===== src/design/fsx_pkg.sv =====
// Behaviour
// [RULE_01] Sixteen 32-bit float registers, addressed by a 4-bit designator.
// [RULE_02] Float register zero is the implicit index of multiply-accumulate.
// [RULE_03] CPU data moves only through the 32-bit transfer register.
// [RULE_04] Only one rounding mode: every result rounds toward zero.
// [RULE_05] Denormal sources and results become zero, except for copies.
// [RULE_06] Invalid cause at bit 16, divide-by-zero cause at 15, per instruction.
// [RULE_07] Invalid enable at bit 11, divide-by-zero enable at 10, writable.
// [RULE_08] Sticky flags at bits 6 and 5, cleared only by register write.
// [RULE_09] All other control bits are fixed and ignore register loads.
// [RULE_10] Exception taken when a cause bit and its enable are both set.
// [RULE_11] Invalid with exception disabled gives quiet NaN; compare, truncate exempt.
// [RULE_12] Divide by zero with exception disabled gives correctly signed infinity.
// [RULE_13] Signaling NaN input with invalid enabled traps, destination unchanged.
// [RULE_14] Quiet NaN input without signaling NaN gives quiet NaN, no exception.
// [RULE_15] Max exponent with nonzero mantissa is NaN; bit 22 set means signaling.
// [RULE_16] Exponent bias 127, normal exponents from -126 up to 127.
// [RULE_17] Infinities and zeros use the fixed single-precision bit patterns.
// [RULE_18] Overflow gives signed max finite, underflow signed zero, no exception.
// [RULE_19] All float exceptions use one event at one fixed vector code.
// [RULE_20] Float data in memory sits on four-byte aligned addresses.
// [RULE_21] Issue in order; CPU-touching float operations synchronise with CPU.
// [RULE_22] Float exception cancels later CPU work; later faults let it finish.
// [RULE_23] Scoreboard of pending destinations stalls readers and writers.
package fsx_pkg;

  // ****************************************
  // Sizes
  // ****************************************
  localparam int REG_COUNT  = 16;
  localparam int REG_ADDR_W = 4;
  localparam int DATA_W     = 32;
  localparam int EXC_CODE_W = 12;

  // ****************************************
  // Control register layout
  // ****************************************
  localparam int CTRL_INV_CAUSE_BIT = 16;
  localparam int CTRL_DZ_CAUSE_BIT  = 15;
  localparam int CTRL_INV_EN_BIT    = 11;
  localparam int CTRL_DZ_EN_BIT     = 10;
  localparam int CTRL_INV_FLAG_BIT  = 6;
  localparam int CTRL_DZ_FLAG_BIT   = 5;
  // Fixed bits 18 and 0 read one; no rounding-mode field exists
  localparam logic [DATA_W-1:0] CTRL_FIXED_BITS = 32'h0004_0001;

  localparam logic [EXC_CODE_W-1:0] EXC_VECTOR   = 12'h120;
  localparam logic [REG_ADDR_W-1:0] FR_ZERO_ADDR = 4'h0;

  // ****************************************
  // Single-precision format
  // ****************************************
  localparam int SIGN_BIT = 31;
  localparam int EXP_MSB  = 30;
  localparam int EXP_LSB  = 23;
  localparam int MANT_MSB = 22;
  localparam int SNAN_BIT = 22;
  localparam logic [7:0] EXP_ALL_ONES  = 8'hFF;
  localparam logic [7:0] EXP_ALL_ZERO  = 8'h00;
  localparam logic [7:0] EXP_BIAS      = 8'h7F;
  localparam logic [7:0] EXP_MIN_NORM  = 8'h01;
  localparam logic [7:0] EXP_MAX_NORM  = 8'hFE;
  localparam logic [DATA_W-1:0] POS_ZERO  = 32'h0000_0000;
  localparam logic [DATA_W-1:0] NEG_ZERO  = 32'h8000_0000;
  localparam logic [DATA_W-1:0] POS_INF   = 32'h7F80_0000;
  localparam logic [DATA_W-1:0] NEG_INF   = 32'hFF80_0000;
  localparam logic [DATA_W-1:0] QUIET_NAN = 32'h7FBF_FFFF;
  localparam logic [DATA_W-1:0] MAX_FIN   = 32'h7F7F_FFFF;

  // ****************************************
  // Commands and states
  // ****************************************
  typedef enum logic [3:0] {
    OP_COPY, OP_ARITH1, OP_ARITH2, OP_DIV, OP_MULACC, OP_COMPARE,
    OP_TRUNCATE, OP_FLOAT, OP_REG_TO_XFER, OP_XFER_TO_REG,
    OP_SYSLOAD_XFER, OP_SYSSTORE_XFER, OP_SYSLOAD_CTRL, OP_SYSSTORE_CTRL
  } fsx_op_e;

  typedef enum logic {ST_IDLE, ST_BUSY} fsx_state_e;

  // ****************************************
  // Value classification
  // ****************************************
  function automatic logic fsxIsNan(input logic [DATA_W-1:0] v);
    fsxIsNan = (v[EXP_MSB:EXP_LSB] == EXP_ALL_ONES) && (v[MANT_MSB:0] != '0);
  endfunction : fsxIsNan

  function automatic logic fsxIsSnan(input logic [DATA_W-1:0] v);
    fsxIsSnan = fsxIsNan(v) && v[SNAN_BIT];
  endfunction : fsxIsSnan

  function automatic logic fsxIsInf(input logic [DATA_W-1:0] v);
    fsxIsInf = (v[EXP_MSB:EXP_LSB] == EXP_ALL_ONES) && (v[MANT_MSB:0] == '0);
  endfunction : fsxIsInf

  function automatic logic fsxIsZero(input logic [DATA_W-1:0] v);
    fsxIsZero = (v[EXP_MSB:EXP_LSB] < EXP_MIN_NORM); // RULE_16
  endfunction : fsxIsZero

  // Denormals collapse to a zero of the same sign
  function automatic logic [DATA_W-1:0] fsxFlush(input logic [DATA_W-1:0] v);
    fsxFlush = fsxIsZero(v) ? (v[SIGN_BIT] ? NEG_ZERO : POS_ZERO) : v;
  endfunction : fsxFlush

endpackage : fsx_pkg


===== src/design/fsx_regfile.sv =====
`timescale 1ns/1ps
module fsx_regfile
  import fsx_pkg::*;
#(
  parameter int COUNT  = REG_COUNT,
  parameter int ADDR_W = REG_ADDR_W
) (
  input  wire logic              mclk,      // Core clock
  input  wire logic              wrEn,      // Write strobe
  input  wire logic [ADDR_W-1:0] wrAddr,    // Write designator
  input  wire logic [DATA_W-1:0] wrData,    // Write value
  input  wire logic [ADDR_W-1:0] rdAddrA,   // Read designator A
  output logic      [DATA_W-1:0] rdDataA,   // Read value A
  input  wire logic [ADDR_W-1:0] rdAddrB,   // Read designator B
  output logic      [DATA_W-1:0] rdDataB,   // Read value B
  output logic      [DATA_W-1:0] rdDataZero // Index register value
);

  logic [DATA_W-1:0] mem [COUNT];

  // Asynchronous reads; register zero has its own port
  assign rdDataA    = mem[rdAddrA];
  assign rdDataB    = mem[rdAddrB];
  assign rdDataZero = mem[FR_ZERO_ADDR]; // RULE_02

  // Contents are undefined after reset, so no reset here
  for (genvar i = 0; i < COUNT; i++) begin : g_entry
    logic [DATA_W-1:0] next_entry;
    always_comb begin
      next_entry = mem[i];
      if (wrEn && (wrAddr == ADDR_W'(i))) begin
        next_entry = wrData; // RULE_01 RULE_20
      end
    end
    always_ff @(posedge mclk) begin
      mem[i] <= next_entry;
    end
  end

endmodule : fsx_regfile


===== src/design/fsx_scoreboard.sv =====
`timescale 1ns/1ps
module fsx_scoreboard
  import fsx_pkg::*;
#(
  parameter int COUNT  = REG_COUNT,
  parameter int ADDR_W = REG_ADDR_W
) (
  input  wire logic              mclk,     // Core clock
  input  wire logic              rst_b,    // Async reset, active low
  input  wire logic              setEn,    // Destination becomes pending
  input  wire logic [ADDR_W-1:0] setAddr,  // Pending destination
  input  wire logic              clrEn,    // Producer completed
  input  wire logic [ADDR_W-1:0] clrAddr,  // Completed destination
  input  wire logic [ADDR_W-1:0] chkA,     // Register read or written
  input  wire logic [ADDR_W-1:0] chkB,     // Second register touched
  input  wire logic              chkZero,  // Index register also read
  output logic                   hazard    // Touches a pending register
);

  logic [COUNT-1:0] pend;

  // Any touched register still owed a result stalls the newcomer
  assign hazard = pend[chkA] | pend[chkB] |
                  (chkZero & pend[FR_ZERO_ADDR]); // RULE_23

  // One pending bit per register; set wins over a same-cycle clear
  for (genvar i = 0; i < COUNT; i++) begin : g_pend
    logic next_pend;
    always_comb begin
      next_pend = pend[i];
      if (clrEn && (clrAddr == ADDR_W'(i))) begin
        next_pend = 1'b0;
      end
      if (setEn && (setAddr == ADDR_W'(i))) begin
        next_pend = 1'b1; // RULE_23
      end
    end
    always_ff @(posedge mclk or negedge rst_b) begin
      if (!rst_b) begin
        pend[i] <= 1'b0;
      end else begin
        pend[i] <= next_pend;
      end
    end
  end

endmodule : fsx_scoreboard


===== src/design/fsx_unit.sv =====
`timescale 1ns/1ps
module fsx_unit
  import fsx_pkg::*;
(
  input  wire logic                  mclk,        // Core clock, 10 MHz
  input  wire logic                  rst_b,       // Async reset, active low
  // CPU issue side
  input  wire logic                  cpuValid,    // Instruction held
  input  wire fsx_op_e               cpuOp,       // Instruction class
  input  wire logic [REG_ADDR_W-1:0] cpuSrc,      // Source designator
  input  wire logic [REG_ADDR_W-1:0] cpuDst,      // Destination designator
  input  wire logic [DATA_W-1:0]     cpuWdata,    // System-load data
  output logic                       cpuAck,      // Instruction retired
  output logic [DATA_W-1:0]          cpuRdata,    // System-store data
  output logic                       cpuRdValid,  // Store data valid
  output logic                       cpuTflag,    // Compare outcome
  output logic                       cpuTvalid,   // Compare outcome valid
  output logic                       fpExcReq,    // Exception event
  output logic [EXC_CODE_W-1:0]      fpExcVector, // Exception vector code
  // Arithmetic datapath side
  output logic                       dpStart,     // Start operation
  output fsx_op_e                    dpOp,        // Operation class
  output logic [DATA_W-1:0]          dpOpA,       // Operand A
  output logic [DATA_W-1:0]          dpOpB,       // Operand B
  output logic [DATA_W-1:0]          dpOpC,       // Operand C (accumulate)
  input  wire logic                  dpDone,      // Operation finished
  input  wire logic [DATA_W-1:0]     dpResult,    // Truncated raw result
  input  wire logic                  dpOverflow,  // Result overflowed
  input  wire logic                  dpUnderflow, // Result underflowed
  input  wire logic                  dpInvalid,   // Operation was invalid
  input  wire logic                  dpCmpTrue    // Compare held true
);

  // ****************************************
  // State
  // ****************************************
  fsx_state_e              state, next_state;
  fsx_op_e                 curOp, next_curOp;
  logic [REG_ADDR_W-1:0]   curDst, next_curDst;
  logic [DATA_W-1:0]       xferReg, next_xferReg;
  logic causeInv, causeDz, enInv, enDz, flagInv, flagDz;
  logic next_causeInv, next_causeDz, next_enInv, next_enDz;
  logic next_flagInv, next_flagDz;
  logic                    next_cpuAck, next_cpuRdValid;
  logic                    next_cpuTflag, next_cpuTvalid;
  logic                    next_fpExcReq, next_dpStart;
  logic [DATA_W-1:0]       next_cpuRdata;
  fsx_op_e                 next_dpOp;
  logic [DATA_W-1:0]       next_dpOpA, next_dpOpB, next_dpOpC;

  logic [DATA_W-1:0]       rdDst, rdSrc, rdZero, ctrlWord;
  logic                    rfWrEn;
  logic [REG_ADDR_W-1:0]   rfWrAddr;
  logic [DATA_W-1:0]       rfWrData;
  logic                    hazard, busy, finish, take, blocked;
  logic                    usesDp, syncOp, asyncDp;

  // ****************************************
  // Register file and scoreboard
  // ****************************************
  fsx_regfile u_regfile (
    .mclk       (mclk),
    .wrEn       (rfWrEn),
    .wrAddr     (rfWrAddr),
    .wrData     (rfWrData),
    .rdAddrA    (cpuDst),
    .rdDataA    (rdDst),
    .rdAddrB    (cpuSrc),
    .rdDataB    (rdSrc),
    .rdDataZero (rdZero)
  );

  fsx_scoreboard u_scoreboard (
    .mclk    (mclk),
    .rst_b   (rst_b),
    .setEn   (take && asyncDp),
    .setAddr (cpuDst),
    .clrEn   (finish),
    .clrAddr (curDst),
    .chkA    (cpuDst),
    .chkB    (cpuSrc),
    .chkZero (cpuOp == OP_MULACC),
    .hazard  (hazard)
  );

  // ****************************************
  // Issue control
  // ****************************************
  // Classify the held instruction
  always_comb begin
    usesDp = 1'b0;
    syncOp = 1'b0;
    unique case (cpuOp)
      OP_ARITH1, OP_ARITH2, OP_DIV, OP_MULACC: usesDp = 1'b1;
      OP_COMPARE, OP_TRUNCATE, OP_FLOAT: begin
        usesDp = 1'b1;
        syncOp = 1'b1; // RULE_21
      end
      OP_SYSLOAD_CTRL, OP_SYSSTORE_CTRL: syncOp = 1'b1;
      default: syncOp = 1'b0;
    endcase
  end

  assign asyncDp = usesDp && !syncOp && (cpuOp != OP_FLOAT);
  assign busy    = (state == ST_BUSY);
  assign finish  = busy && dpDone;
  // One datapath operation at a time; copies of idle registers may pass
  assign blocked = busy && (usesDp || syncOp || dpDone || hazard); // RULE_23
  // A held request is taken once; ack guards the retake
  assign take    = cpuValid && !cpuAck && !blocked; // RULE_21

  assign ctrlWord = CTRL_FIXED_BITS
                  | (DATA_W'(causeInv) << CTRL_INV_CAUSE_BIT)
                  | (DATA_W'(causeDz)  << CTRL_DZ_CAUSE_BIT)
                  | (DATA_W'(enInv)    << CTRL_INV_EN_BIT)
                  | (DATA_W'(enDz)     << CTRL_DZ_EN_BIT)
                  | (DATA_W'(flagInv)  << CTRL_INV_FLAG_BIT)
                  | (DATA_W'(flagDz)   << CTRL_DZ_FLAG_BIT); // RULE_09

  // ****************************************
  // Completion: special values and causes
  // ****************************************
  logic useA, useB, useC, snanIn, qnanIn, zeroByZero;
  logic doneInv, doneDz, doneTrap, resSign;
  logic [DATA_W-1:0] fixedResult;

  // Operands were flushed at issue; inspect them for NaNs
  always_comb begin
    useA = (curOp != OP_FLOAT);
    useB = (curOp == OP_ARITH2) || (curOp == OP_DIV) ||
           (curOp == OP_MULACC) || (curOp == OP_COMPARE);
    useC = (curOp == OP_MULACC);
    snanIn = (useA && fsxIsSnan(dpOpA)) || (useB && fsxIsSnan(dpOpB)) ||
             (useC && fsxIsSnan(dpOpC)); // RULE_15
    qnanIn = (useA && fsxIsNan(dpOpA)) || (useB && fsxIsNan(dpOpB)) ||
             (useC && fsxIsNan(dpOpC));
    zeroByZero = (curOp == OP_DIV) && fsxIsZero(dpOpA) &&
                 fsxIsZero(dpOpB);
    doneDz = (curOp == OP_DIV) && fsxIsZero(dpOpB) &&
             !fsxIsZero(dpOpA) && !fsxIsNan(dpOpA) && !fsxIsInf(dpOpA);
    // A quiet NaN alone never raises invalid
    doneInv = snanIn || (dpInvalid && !qnanIn) || zeroByZero; // RULE_14
    doneTrap = (doneInv && enInv) || (doneDz && enDz); // RULE_10
    resSign = dpResult[SIGN_BIT];
    // Datapath truncates; only round-toward-zero results reach here
    if (doneInv || qnanIn) begin
      fixedResult = QUIET_NAN; // RULE_11
    end else if (doneDz) begin
      fixedResult = (dpOpA[SIGN_BIT] ^ dpOpB[SIGN_BIT]) ?
                    NEG_INF : POS_INF; // RULE_12
    end else if (dpOverflow) begin
      fixedResult = MAX_FIN | (DATA_W'(resSign) << SIGN_BIT); // RULE_18
    end else if (dpUnderflow) begin
      fixedResult = resSign ? NEG_ZERO : POS_ZERO; // RULE_18 RULE_17
    end else begin
      fixedResult = fsxFlush(dpResult); // RULE_05 RULE_04
    end
  end

  // ****************************************
  // Next-state logic
  // ****************************************
  // Completion and issue never collide: issue is blocked on dpDone
  always_comb begin
    next_state      = state;
    next_curOp      = curOp;
    next_curDst     = curDst;
    next_xferReg    = xferReg;
    next_causeInv   = causeInv;
    next_causeDz    = causeDz;
    next_enInv      = enInv;
    next_enDz       = enDz;
    next_flagInv    = flagInv;
    next_flagDz     = flagDz;
    next_cpuAck     = 1'b0;
    next_cpuRdValid = 1'b0;
    next_cpuRdata   = cpuRdata;
    next_cpuTvalid  = 1'b0;
    next_cpuTflag   = cpuTflag;
    next_fpExcReq   = 1'b0;
    next_dpStart    = 1'b0;
    next_dpOp       = dpOp;
    next_dpOpA      = dpOpA;
    next_dpOpB      = dpOpB;
    next_dpOpC      = dpOpC;
    rfWrEn          = 1'b0;
    rfWrAddr        = cpuDst;
    rfWrData        = rdSrc;
    if (finish) begin
      // A later CPU fault does not stop the operation finishing
      next_state    = ST_IDLE; // RULE_22
      next_causeInv = doneInv; // RULE_06
      next_causeDz  = doneDz;
      next_flagInv  = flagInv | doneInv; // RULE_08
      next_flagDz   = flagDz | doneDz;
      if (doneTrap) begin
        // Destination kept; CPU cancels younger work on this event
        next_fpExcReq = 1'b1; // RULE_13 RULE_19 RULE_22
      end else if (curOp == OP_TRUNCATE) begin
        next_xferReg = dpResult; // RULE_11
      end else if (curOp != OP_COMPARE) begin
        rfWrEn   = 1'b1;
        rfWrAddr = curDst;
        rfWrData = fixedResult;
      end
      if ((curOp == OP_COMPARE) || (curOp == OP_TRUNCATE) ||
          (curOp == OP_FLOAT)) begin
        next_cpuAck = 1'b1; // RULE_21
      end
      if (curOp == OP_COMPARE) begin
        next_cpuTvalid = !doneTrap;
        next_cpuTflag  = dpCmpTrue && !qnanIn;
      end
    end
    if (take) begin
      next_cpuAck = !usesDp || !syncOp;
      unique case (cpuOp)
        OP_COPY: begin
          rfWrEn        = 1'b1; // Copies keep denormals as they are
          next_causeInv = 1'b0;
          next_causeDz  = 1'b0;
        end
        OP_XFER_TO_REG: begin
          rfWrEn        = 1'b1;
          rfWrData      = xferReg; // RULE_03
          next_causeInv = 1'b0;
          next_causeDz  = 1'b0;
        end
        OP_REG_TO_XFER: begin
          next_xferReg  = rdSrc; // RULE_03
          next_causeInv = 1'b0;
          next_causeDz  = 1'b0;
        end
        OP_SYSLOAD_XFER: next_xferReg = cpuWdata; // RULE_03
        OP_SYSSTORE_XFER: begin
          next_cpuRdata   = xferReg; // RULE_03
          next_cpuRdValid = 1'b1;
        end
        OP_SYSLOAD_CTRL: begin
          // Only cause, enable and flag fields are writable
          next_causeInv = cpuWdata[CTRL_INV_CAUSE_BIT]; // RULE_06
          next_causeDz  = cpuWdata[CTRL_DZ_CAUSE_BIT];
          next_enInv    = cpuWdata[CTRL_INV_EN_BIT]; // RULE_07
          next_enDz     = cpuWdata[CTRL_DZ_EN_BIT];
          next_flagInv  = cpuWdata[CTRL_INV_FLAG_BIT]; // RULE_08
          next_flagDz   = cpuWdata[CTRL_DZ_FLAG_BIT];
        end
        OP_SYSSTORE_CTRL: begin
          next_cpuRdata   = ctrlWord;
          next_cpuRdValid = 1'b1;
        end
        OP_ARITH1, OP_ARITH2, OP_DIV, OP_MULACC,
        OP_COMPARE, OP_TRUNCATE, OP_FLOAT: begin
          next_state   = ST_BUSY;
          next_curOp   = cpuOp;
          next_curDst  = cpuDst;
          next_dpStart = 1'b1;
          next_dpOp    = cpuOp;
          next_dpOpA   = fsxFlush(rdDst); // RULE_05
          next_dpOpB   = fsxFlush(rdSrc);
          next_dpOpC   = POS_ZERO;
          if ((cpuOp == OP_ARITH1) || (cpuOp == OP_TRUNCATE)) begin
            next_dpOpA = fsxFlush(rdSrc);
          end else if (cpuOp == OP_FLOAT) begin
            next_dpOpA = xferReg; // Integer source, no flush
          end else if (cpuOp == OP_MULACC) begin
            next_dpOpA = fsxFlush(rdZero); // RULE_02
            next_dpOpC = fsxFlush(rdDst);
          end
        end
        default: next_cpuAck = 1'b1; // Illegal code retires as no-op
      endcase
    end
  end

  // ****************************************
  // Registers
  // ****************************************
  // Control state resets to idle; fixed bits live in the constant
  always_ff @(posedge mclk or negedge rst_b) begin
    if (!rst_b) begin
      state       <= ST_IDLE;
      curOp       <= OP_COPY;
      curDst      <= '0;
      xferReg     <= '0;
      causeInv    <= 1'b0;
      causeDz     <= 1'b0;
      enInv       <= 1'b0;
      enDz        <= 1'b0;
      flagInv     <= 1'b0;
      flagDz      <= 1'b0;
      cpuAck      <= 1'b0;
      cpuRdValid  <= 1'b0;
      cpuRdata    <= '0;
      cpuTvalid   <= 1'b0;
      cpuTflag    <= 1'b0;
      fpExcReq    <= 1'b0;
      fpExcVector <= EXC_VECTOR;
      dpStart     <= 1'b0;
      dpOp        <= OP_COPY;
      dpOpA       <= '0;
      dpOpB       <= '0;
      dpOpC       <= '0;
    end else begin
      state       <= next_state;
      curOp       <= next_curOp;
      curDst      <= next_curDst;
      xferReg     <= next_xferReg;
      causeInv    <= next_causeInv;
      causeDz     <= next_causeDz;
      enInv       <= next_enInv;
      enDz        <= next_enDz;
      flagInv     <= next_flagInv;
      flagDz      <= next_flagDz;
      cpuAck      <= next_cpuAck;
      cpuRdValid  <= next_cpuRdValid;
      cpuRdata    <= next_cpuRdata;
      cpuTvalid   <= next_cpuTvalid;
      cpuTflag    <= next_cpuTflag;
      fpExcReq    <= next_fpExcReq;
      fpExcVector <= EXC_VECTOR; // RULE_19
      dpStart     <= next_dpStart;
      dpOp        <= next_dpOp;
      dpOpA       <= next_dpOpA;
      dpOpB       <= next_dpOpB;
      dpOpC       <= next_dpOpC;
    end
  end

endmodule : fsx_unit


===== config.mk =====
export PLATFORM = sky130hd
export DESIGN_NAME = fsx_unit
export DESIGN_NICKNAME = d
export VERILOG_FILES = /design/src/design/fsx_pkg.sv /design/src/design/fsx_regfile.sv /design/src/design/fsx_scoreboard.sv /design/src/design/fsx_unit.sv
export SDC_FILE = /design/constraint.sdc
export NUM_CORES = 1
export LEC_CHECK = 0
export ABC_CLOCK_PERIOD_IN_PS = 5670
export BUFFER_PORTS_ARGS = -buffer_cell sky130_fd_sc_hd__clkbuf_2
export CORE_ASPECT_RATIO = 1.25
export CORE_UTILIZATION = 55
export CTS_BUF_LIST = sky130_fd_sc_hd__clkbuf_4 sky130_fd_sc_hd__clkbuf_8
export DETAILED_ROUTE_END_ITERATION = 8
export GPL_ROUTABILITY_DRIVEN = 0
export HOLD_SLACK_MARGIN = 0.03
export PLACE_DENSITY = 0.76
export SLEW_MARGIN = 0
export SYNTH_ARGS = -nofsm -noshare
export SYNTH_HDL_FRONTEND = slang
export SYNTH_HIERARCHICAL = 1
export SYNTH_SLANG_ARGS = --single-unit

===== constraint.sdc =====
create_clock -name mclk -period 5.67 [get_ports mclk]
set_input_delay 0.8505 -clock mclk [delete_from_list [all_inputs] [get_ports mclk]]
set_output_delay 0.8505 -clock mclk [all_outputs]
set_load 0.01 [all_outputs]

Word-level counts from Yosys, hierarchy flattened
Memory sizes are Yosys's and may differ from the RTL's.
Index checks and enable logic that the tools add are counted.
{"block": "classes", "n_lt_le_gt_ge": 8, "mux": 166, "reduce_logical": 155, "n_addsub": 0, "bitwise_logic": 11, "shifts": 0, "multipliers": 0, "div": 0, "n_eq_ne": 86}
{"cell": "32-bit 2-to-1 mux", "n": 60}
{"cell": "32-bit OR reduction", "n": 15}
{"cell": "32-bit one-hot mux with 2 select lines", "n": 2}
{"cell": "4-bit == test (second input constant)", "n": 30}
{"cell": "1-bit 2-to-1 mux", "n": 81}
{"cell": "4-bit by 3-bit == test with 1-bit output (second input constant)", "n": 20}
{"cell": "1-bit logical AND", "n": 78}
{"cell": "4-bit 2-to-1 mux", "n": 19}
{"cell": "23-bit nonzero test", "n": 3}
{"cell": "8-bit by 1-bit < comparator with 1-bit output (second input constant)", "n": 6}
{"cell": "4-bit by 2-bit == test with 1-bit output (second input constant)", "n": 10}
{"cell": "2-bit nonzero test", "n": 17}
{"cell": "8-bit == test (second input constant)", "n": 3}
{"cell": "23-bit logical NOT", "n": 1}
{"cell": "19-bit by 11-bit bitwise OR with 19-bit output", "n": 1}
{"cell": "19-bit by 12-bit bitwise OR with 19-bit output", "n": 1}
{"cell": "19-bit by 16-bit bitwise OR with 19-bit output", "n": 1}
{"cell": "19-bit by 6-bit bitwise OR with 19-bit output", "n": 1}
{"cell": "19-bit by 7-bit bitwise OR with 19-bit output", "n": 1}
{"cell": "1-bit logical OR", "n": 18}
{"cell": "4-bit by 1-bit == test with 1-bit output (second input constant)", "n": 4}
{"cell": "4-bit logical NOT", "n": 4}
{"cell": "1-bit != test (second input constant)", "n": 16}
{"cell": "14-bit OR reduction", "n": 1}
{"cell": "other kinds (13)", "n": 33}
{"block": "totals", "latch_bits": 0, "memories": 1, "output_inout_bits": 150, "mem_bits_rw": 512, "regBits": 197, "inputBits": 84, "romBits": 0}
{"name": "u_regfile.mem", "depth": 16, "width": 32, "rd": 3, "rd_ports_with_merged_regs": 0, "write_ports": 1, "line_no": "fsx_regfile.sv:19", "text": "logic [DATA_W-1:0] mem [COUNT];"}

Longest topological paths before layout
{"block": "logic_depth", "depth_word": 35, "mapped_depth": 18}

By module
The synthesis kept the hierarchy.
{"module": "fsx_regfile", "cells_each": 1077, "instances": 1, "area_per_inst_um2": 22923.2}
{"module": "fsx_unit", "cells_each": 1216, "instances": 1, "area_per_inst_um2": 10070.9}
{"module": "fsx_scoreboard", "cells_each": 85, "instances": 1, "area_per_inst_um2": 942.2}

Least setup slack after synthesis
OpenSTA, ideal clock, no wires.
{"block": "synth_timing", "kind": "in2reg", "startpoint": "in cpuOp[2]", "endpoint": "mem u_regfile.mem[0][0] (enable)", "path_slack_ps": -958, "path_buffers": 4, "cell_stages": 17, "arrival_ps": 6167, "t_required_ps": 5209, "cell_sequence": "buf_2 -> nand2b_1 -> nor3_1 -> clkbuf_1 -> clkbuf_1 -> o21ai_0 -> o311ai_0 -> a211o_1 -> nor2_1 -> o221ai_1 -> nand2_1 -> nand3b_1 -> clkbuf_1 -> or4_1 -> o21ai_0 -> or3b_2 -> nor3_1"}
{"item": "from (decl)", "line_no": "fsx_unit.sv:9", "text": "input wire fsx_op_e cpuOp,"}
{"item": "4-bit by 3-bit == test with 1-bit output *", "line_no": "fsx_unit.sv:82", "text": ".chkZero (cpuOp == OP_MULACC),"}
{"item": "1-bit AND *", "line_no": "fsx_scoreboard.sv:24", "text": "(chkZero & pend[FR_ZERO_ADDR]);"}
{"item": "1-bit bitwise OR *", "line_no": "fsx_scoreboard.sv:23", "text": "assign hazard = pend[chkA] | pend[chkB] |"}
{"item": "named net hazard", "line_no": "fsx_unit.sv:55", "text": "logic hazard, busy, finish, take, blocked;"}
{"item": "1-bit logical OR *", "line_no": "fsx_unit.sv:108", "text": "assign blocked = busy && (usesDp || syncOp || dpDone || hazard);"}
{"item": "1-bit logical AND *", "line_no": "fsx_unit.sv:108"}
{"item": "1-bit logical NOT *", "line_no": "fsx_unit.sv:110", "text": "assign take = cpuValid && !cpuAck && !blocked;"}
{"item": "1-bit logical AND *", "line_no": "fsx_unit.sv:110"}
{"item": "1-bit 2-to-1 mux *", "line_no": "fsx_unit.sv:215", "text": "if (take) begin"}
{"item": "named net rfWrEn", "line_no": "fsx_unit.sv:52", "text": "logic rfWrEn;"}
{"item": "1-bit logical AND", "line_no": "fsx_regfile.sv:31", "text": "if (wrEn && (wrAddr == ADDR_W'(i))) begin"}
{"item": "1-bit != test (no line)"}
{"item": "32-bit OR reduction (no line)"}
{"item": "4-bit 2-to-1 mux (no line) or 1-bit 2-to-1 mux (tied branches) (15 in a row)"}
{"item": "to (decl)", "line_no": "fsx_regfile.sv:19"}
Mark *: on every way through the listed nets, which the timed path passes. The rest lies on a longest branch.

Worst setup path in the final report
{"block": "layout_timing", "startpoint": "reg curOp[2]", "endpoint": "mem u_regfile.mem[0][7] (enable)"}
{"item": "from (decl)", "line_no": "fsx_unit.sv:38", "text": "fsx_op_e curOp, next_curOp;"}
{"item": "from (signal assigned)", "line_no": "fsx_unit.sv:306", "text": "curOp <= next_curOp;"}
{"item": "4-bit by 2-bit == test with 1-bit output (on tied branches)", "line_no": "fsx_unit.sv:130, fsx_unit.sv:137, fsx_unit.sv:139"}
{"item": "1-bit logical OR (2 in a row)", "line_no": "fsx_unit.sv:130", "text": "useB = (curOp == OP_ARITH2) || (curOp == OP_DIV) ||"}
{"item": "1-bit logical OR", "line_no": "fsx_unit.sv:131", "text": "(curOp == OP_MULACC) || (curOp == OP_COMPARE);"}
{"item": "1-bit logical AND", "line_no": "fsx_unit.sv:135", "text": "qnanIn = (useA && fsxIsNan(dpOpA)) || (useB && fsxIsNan(dpOpB)) ||"}
{"item": "1-bit logical OR (2 in a row)", "line_no": "fsx_unit.sv:135"}
{"item": "1-bit logical NOT", "line_no": "fsx_unit.sv:142", "text": "doneInv = snanIn || (dpInvalid && !qnanIn) || zeroByZero;"}
{"item": "1-bit logical AND", "line_no": "fsx_unit.sv:142"}
{"item": "1-bit logical OR (2 in a row)", "line_no": "fsx_unit.sv:142"}
{"item": "[2 not listed]"}
{"item": "4-bit 2-to-1 mux *", "line_no": "fsx_unit.sv:196", "text": "if (doneTrap) begin"}
{"item": "4-bit 2-to-1 mux *", "line_no": "fsx_unit.sv:189", "text": "if (finish) begin"}
{"item": "named net rfWrAddr[3]", "line_no": "fsx_unit.sv:53", "text": "logic [REG_ADDR_W-1:0] rfWrAddr;"}
{"item": "4-bit by 1-bit == test with 1-bit output", "line_no": "fsx_regfile.sv:31"}
{"item": "1-bit logical AND", "line_no": "fsx_regfile.sv:31"}
{"item": "1-bit != test (no line)"}
{"item": "32-bit OR reduction (no line)"}
{"item": "4-bit 2-to-1 mux (no line) or 1-bit 2-to-1 mux (tied branches) (15 in a row)"}
Marked as above.

==> metrics <==
Area contributors post-synth edfxtp_1 (45%), mux4_2 (17%), dfrtp_1 (15%), nand2_1 (4.5%), a22oi_1 (4.1%); # hold bufs at CTS 0; leakage ~14 nW; largest net degree at the start of global routing 150; Routed WL 105 mm; FP Rows 101; final-report hold violation count 0; Post-Synthesis Cells 2378; CP max stage cell or3b_2; CTS tree yes; post-synth top area cell edfxtp_1; Final HPWL DP just under 70 mm; Setup TNS 0 ps; count of port buffers added during placement 221; Max FO, Critical Path 24; WP data arrival 5030 ps; status finished, final reports clean; number of global-route vias before repair 24700; max-cap violation count 0; Root Driver clkbuf_8; Hold Crit Class primary input to asynchronous set/reset pin; sequential fraction of the synthesis area 59.8%; drc violations 0; fillcell total between 4000 and 5000; commonest register cell after synthesis edfxtp_1; core area roughly 0.061 sq mm; critical path cell sequence nor2b_1 > a311oi_1 > o21ai_0 > and4b_4 > a221o_1 > nor2_2 > mux2_2 > or3b_2 > nor3_4 > buf_12; Synth Register Bits between 700 and 800; Detail Route Antenna Nets 0; slowest stage delay, CP 610 ps; grt total ovfl 0; Post-CTS Resized 0; initial antenna violation count 7; largest buffer count on any clock path 3; Startpoint Class flop; max_slew headroom 12.6%; PwrDens 351 mW/mm^2; final critical-path required period about 4600 ps; Post-Place Setup Slack 539 ps; Synth Area in Compound Gates under 10%; number of post-CTS setup repair buffers 0; Worst-path clk slew 70 ps; final number of setup-violating endpoints 0; TritonCTS Buffers 100; per-cell routed wire length 29.8 um; routed via count 24600; fin crit share approximately 82%; simple-gate share of the synthesized area 8.76%; Slew Limit Fails 0; clock sink total 709; Worst-Margin Slew 1310 ps; xor-xnor portion of the synthesized cell area 0.155%; Syn-to-layout area delta 13.2%; most frequent cells in the layout edfxtp_1 (512), nand2_1 (403), mux4_2 (261), clkbuf_2 (216), dfrtp_1 (197); total routing usage reported by global routing 33.7%; Yosys Warn Count 6; vias per cell approximately 7; Die H 280 um; Die W 224 um; critical path endpoint category flop; Post-Synth Adder-Cell Area 0%; drt initial violations 4000; Yosys cell types 65; RSZ-0062 raised after global routing false; fin cells around 3500; mean post-synth cell area 14.3 sq um; Req. time, crit path 6060 ps; main combinational cell family by area after synthesis multiplexers; commonest non-fill, non-tap cell in the layout edfxtp_1; I/O pin cnt around 230; die footprint around 0.063 sq mm; fraction of registers with async set/reset 27.8%; H-tree Lvls 3; Worst Clk Skew 28.2 ps; # nets final 2690; Initial Utilization between 50% and 60%; mux contribution to synthesized area 18.4%; worst vdd ir 189 uV; TritonRoute pass-1 iters 6; Worst Setup Path Type flop to flop; Post-synth EDFFs approximately 510; max frequency roughly 220 MHz; global-route wire length before repair 155 mm; Netlist Area Pre-Place 0.0339 sq mm; worst skew pair latency around 720 ps; top-area cell type share of the netlist area 45.3%; final setup margin 1040 ps; final hold slack 76.4 ps; share of layout cells above drive strength 1 29.5%; placed insts roughly 3300
## worst max-delay path, delay by kind of cell (launching register included)
kind / cells / cell delay [ps]
simple gates: 5 / 1860
buf+inv: 1 / 300
compound gates: 3 / 1280
flops: 1 / 440
mux: 1 / 420
## routing by layer
metal | up-vias | part of all wire, % | routed length (um) | track usage, %
met5 | - | 0.041 | 43 | 0
met2 | 2139 | 47 | 48800 | 52.7
met1 | 12000 | 33 | 34600 | 41.7
met4 | 8 | 6.3 | 6610 | 20.1
li1 | 9931 | - | - | -
met3 | 475 | 14 | 14800 | 10.2
## sequential cells by signal, summed over array words and instances (netlist names), 4 cells and up
signal / cells
curDst: 4
u_scoreboard/pend: 16
dpOpA: 32
curOp: 4
dpOpB: 32
cpuRdata: 32
dpOpC: 32
u_regfile/mem: 512
xferReg: 32
## where the power goes
part	internal [mW]	switching [mW]	total (mW)
Sequential	6.23	0.548	6.78
Clock	2.32	1.96	4.28
Combinational	0.909	1.52	2.43
## path summary, 6_finish.rpt
check / slack, ps / startpoint / end / cells after the start
setup / recovery: 1040 / curOp[2] / u_regfile/mem[0][7] / 10
min in group mclk: 370 / dpResult[16] / xferReg[16] / 3
hold / removal: 80 / rst_b / cpuAck / 1
max in group asynchronous: 4320 / rst_b / dpOpC[11] / 2
hold reg to reg: 480 / cpuRdata[11] / cpuRdata[11] / 2
setup reg to reg: 1040 / curOp[2] / u_regfile/mem[0][7] / 10
## logic make-up after synthesis
logic type	Yosys count
compound gates	495
xor+xnor	6
buf+inv	208
flops	709
mux	292
other cells	2
simple gates	666
## synthesized netlist by cell type, drive strengths merged (21+ instances only)
cell type    n
edfxtp     512
nand2      404
mux4       263
dfrtp      197
a22oi      184
o21ai      126
clkbuf     119
buf         79
nor2        67
nand3       64
a211oi      43
a21oi       42
o221ai      33
nand2b      28
nor4        28
a31oi       25
o311a       22
mux2i       21
## layout make-up
class / count / area, sq um / share of cell area, %
Sequential cell: 709 / 20300 / 52.8
Antenna cell: 3 / 7.51 / 0.0195
Timing Repair Buffer: 314 / 1950 / 5.08
Multi-Input combinational cell: 1471 / 12900 / 33.7
Tap cell: 824 / 1030 / 2.68
Clock buffer: 140 / 1800 / 4.67
Clock inverter: 45 / 362 / 0.941
Inverter: 10 / 37.5 / 0.0977
## per-stage QoR
stage	power, mW	utilization [%]	area [sq um]
after global placement	9.11	59.5	36300
after global routing	13.9	63.1	38400
after detailed placement	9.21	59.5	36300
after CTS	13.4	63.1	38400
after floorplan	8.07	-	34000
final	13.5	63.1	38400
Note: power is estimated with default switching activity, not from simulation.
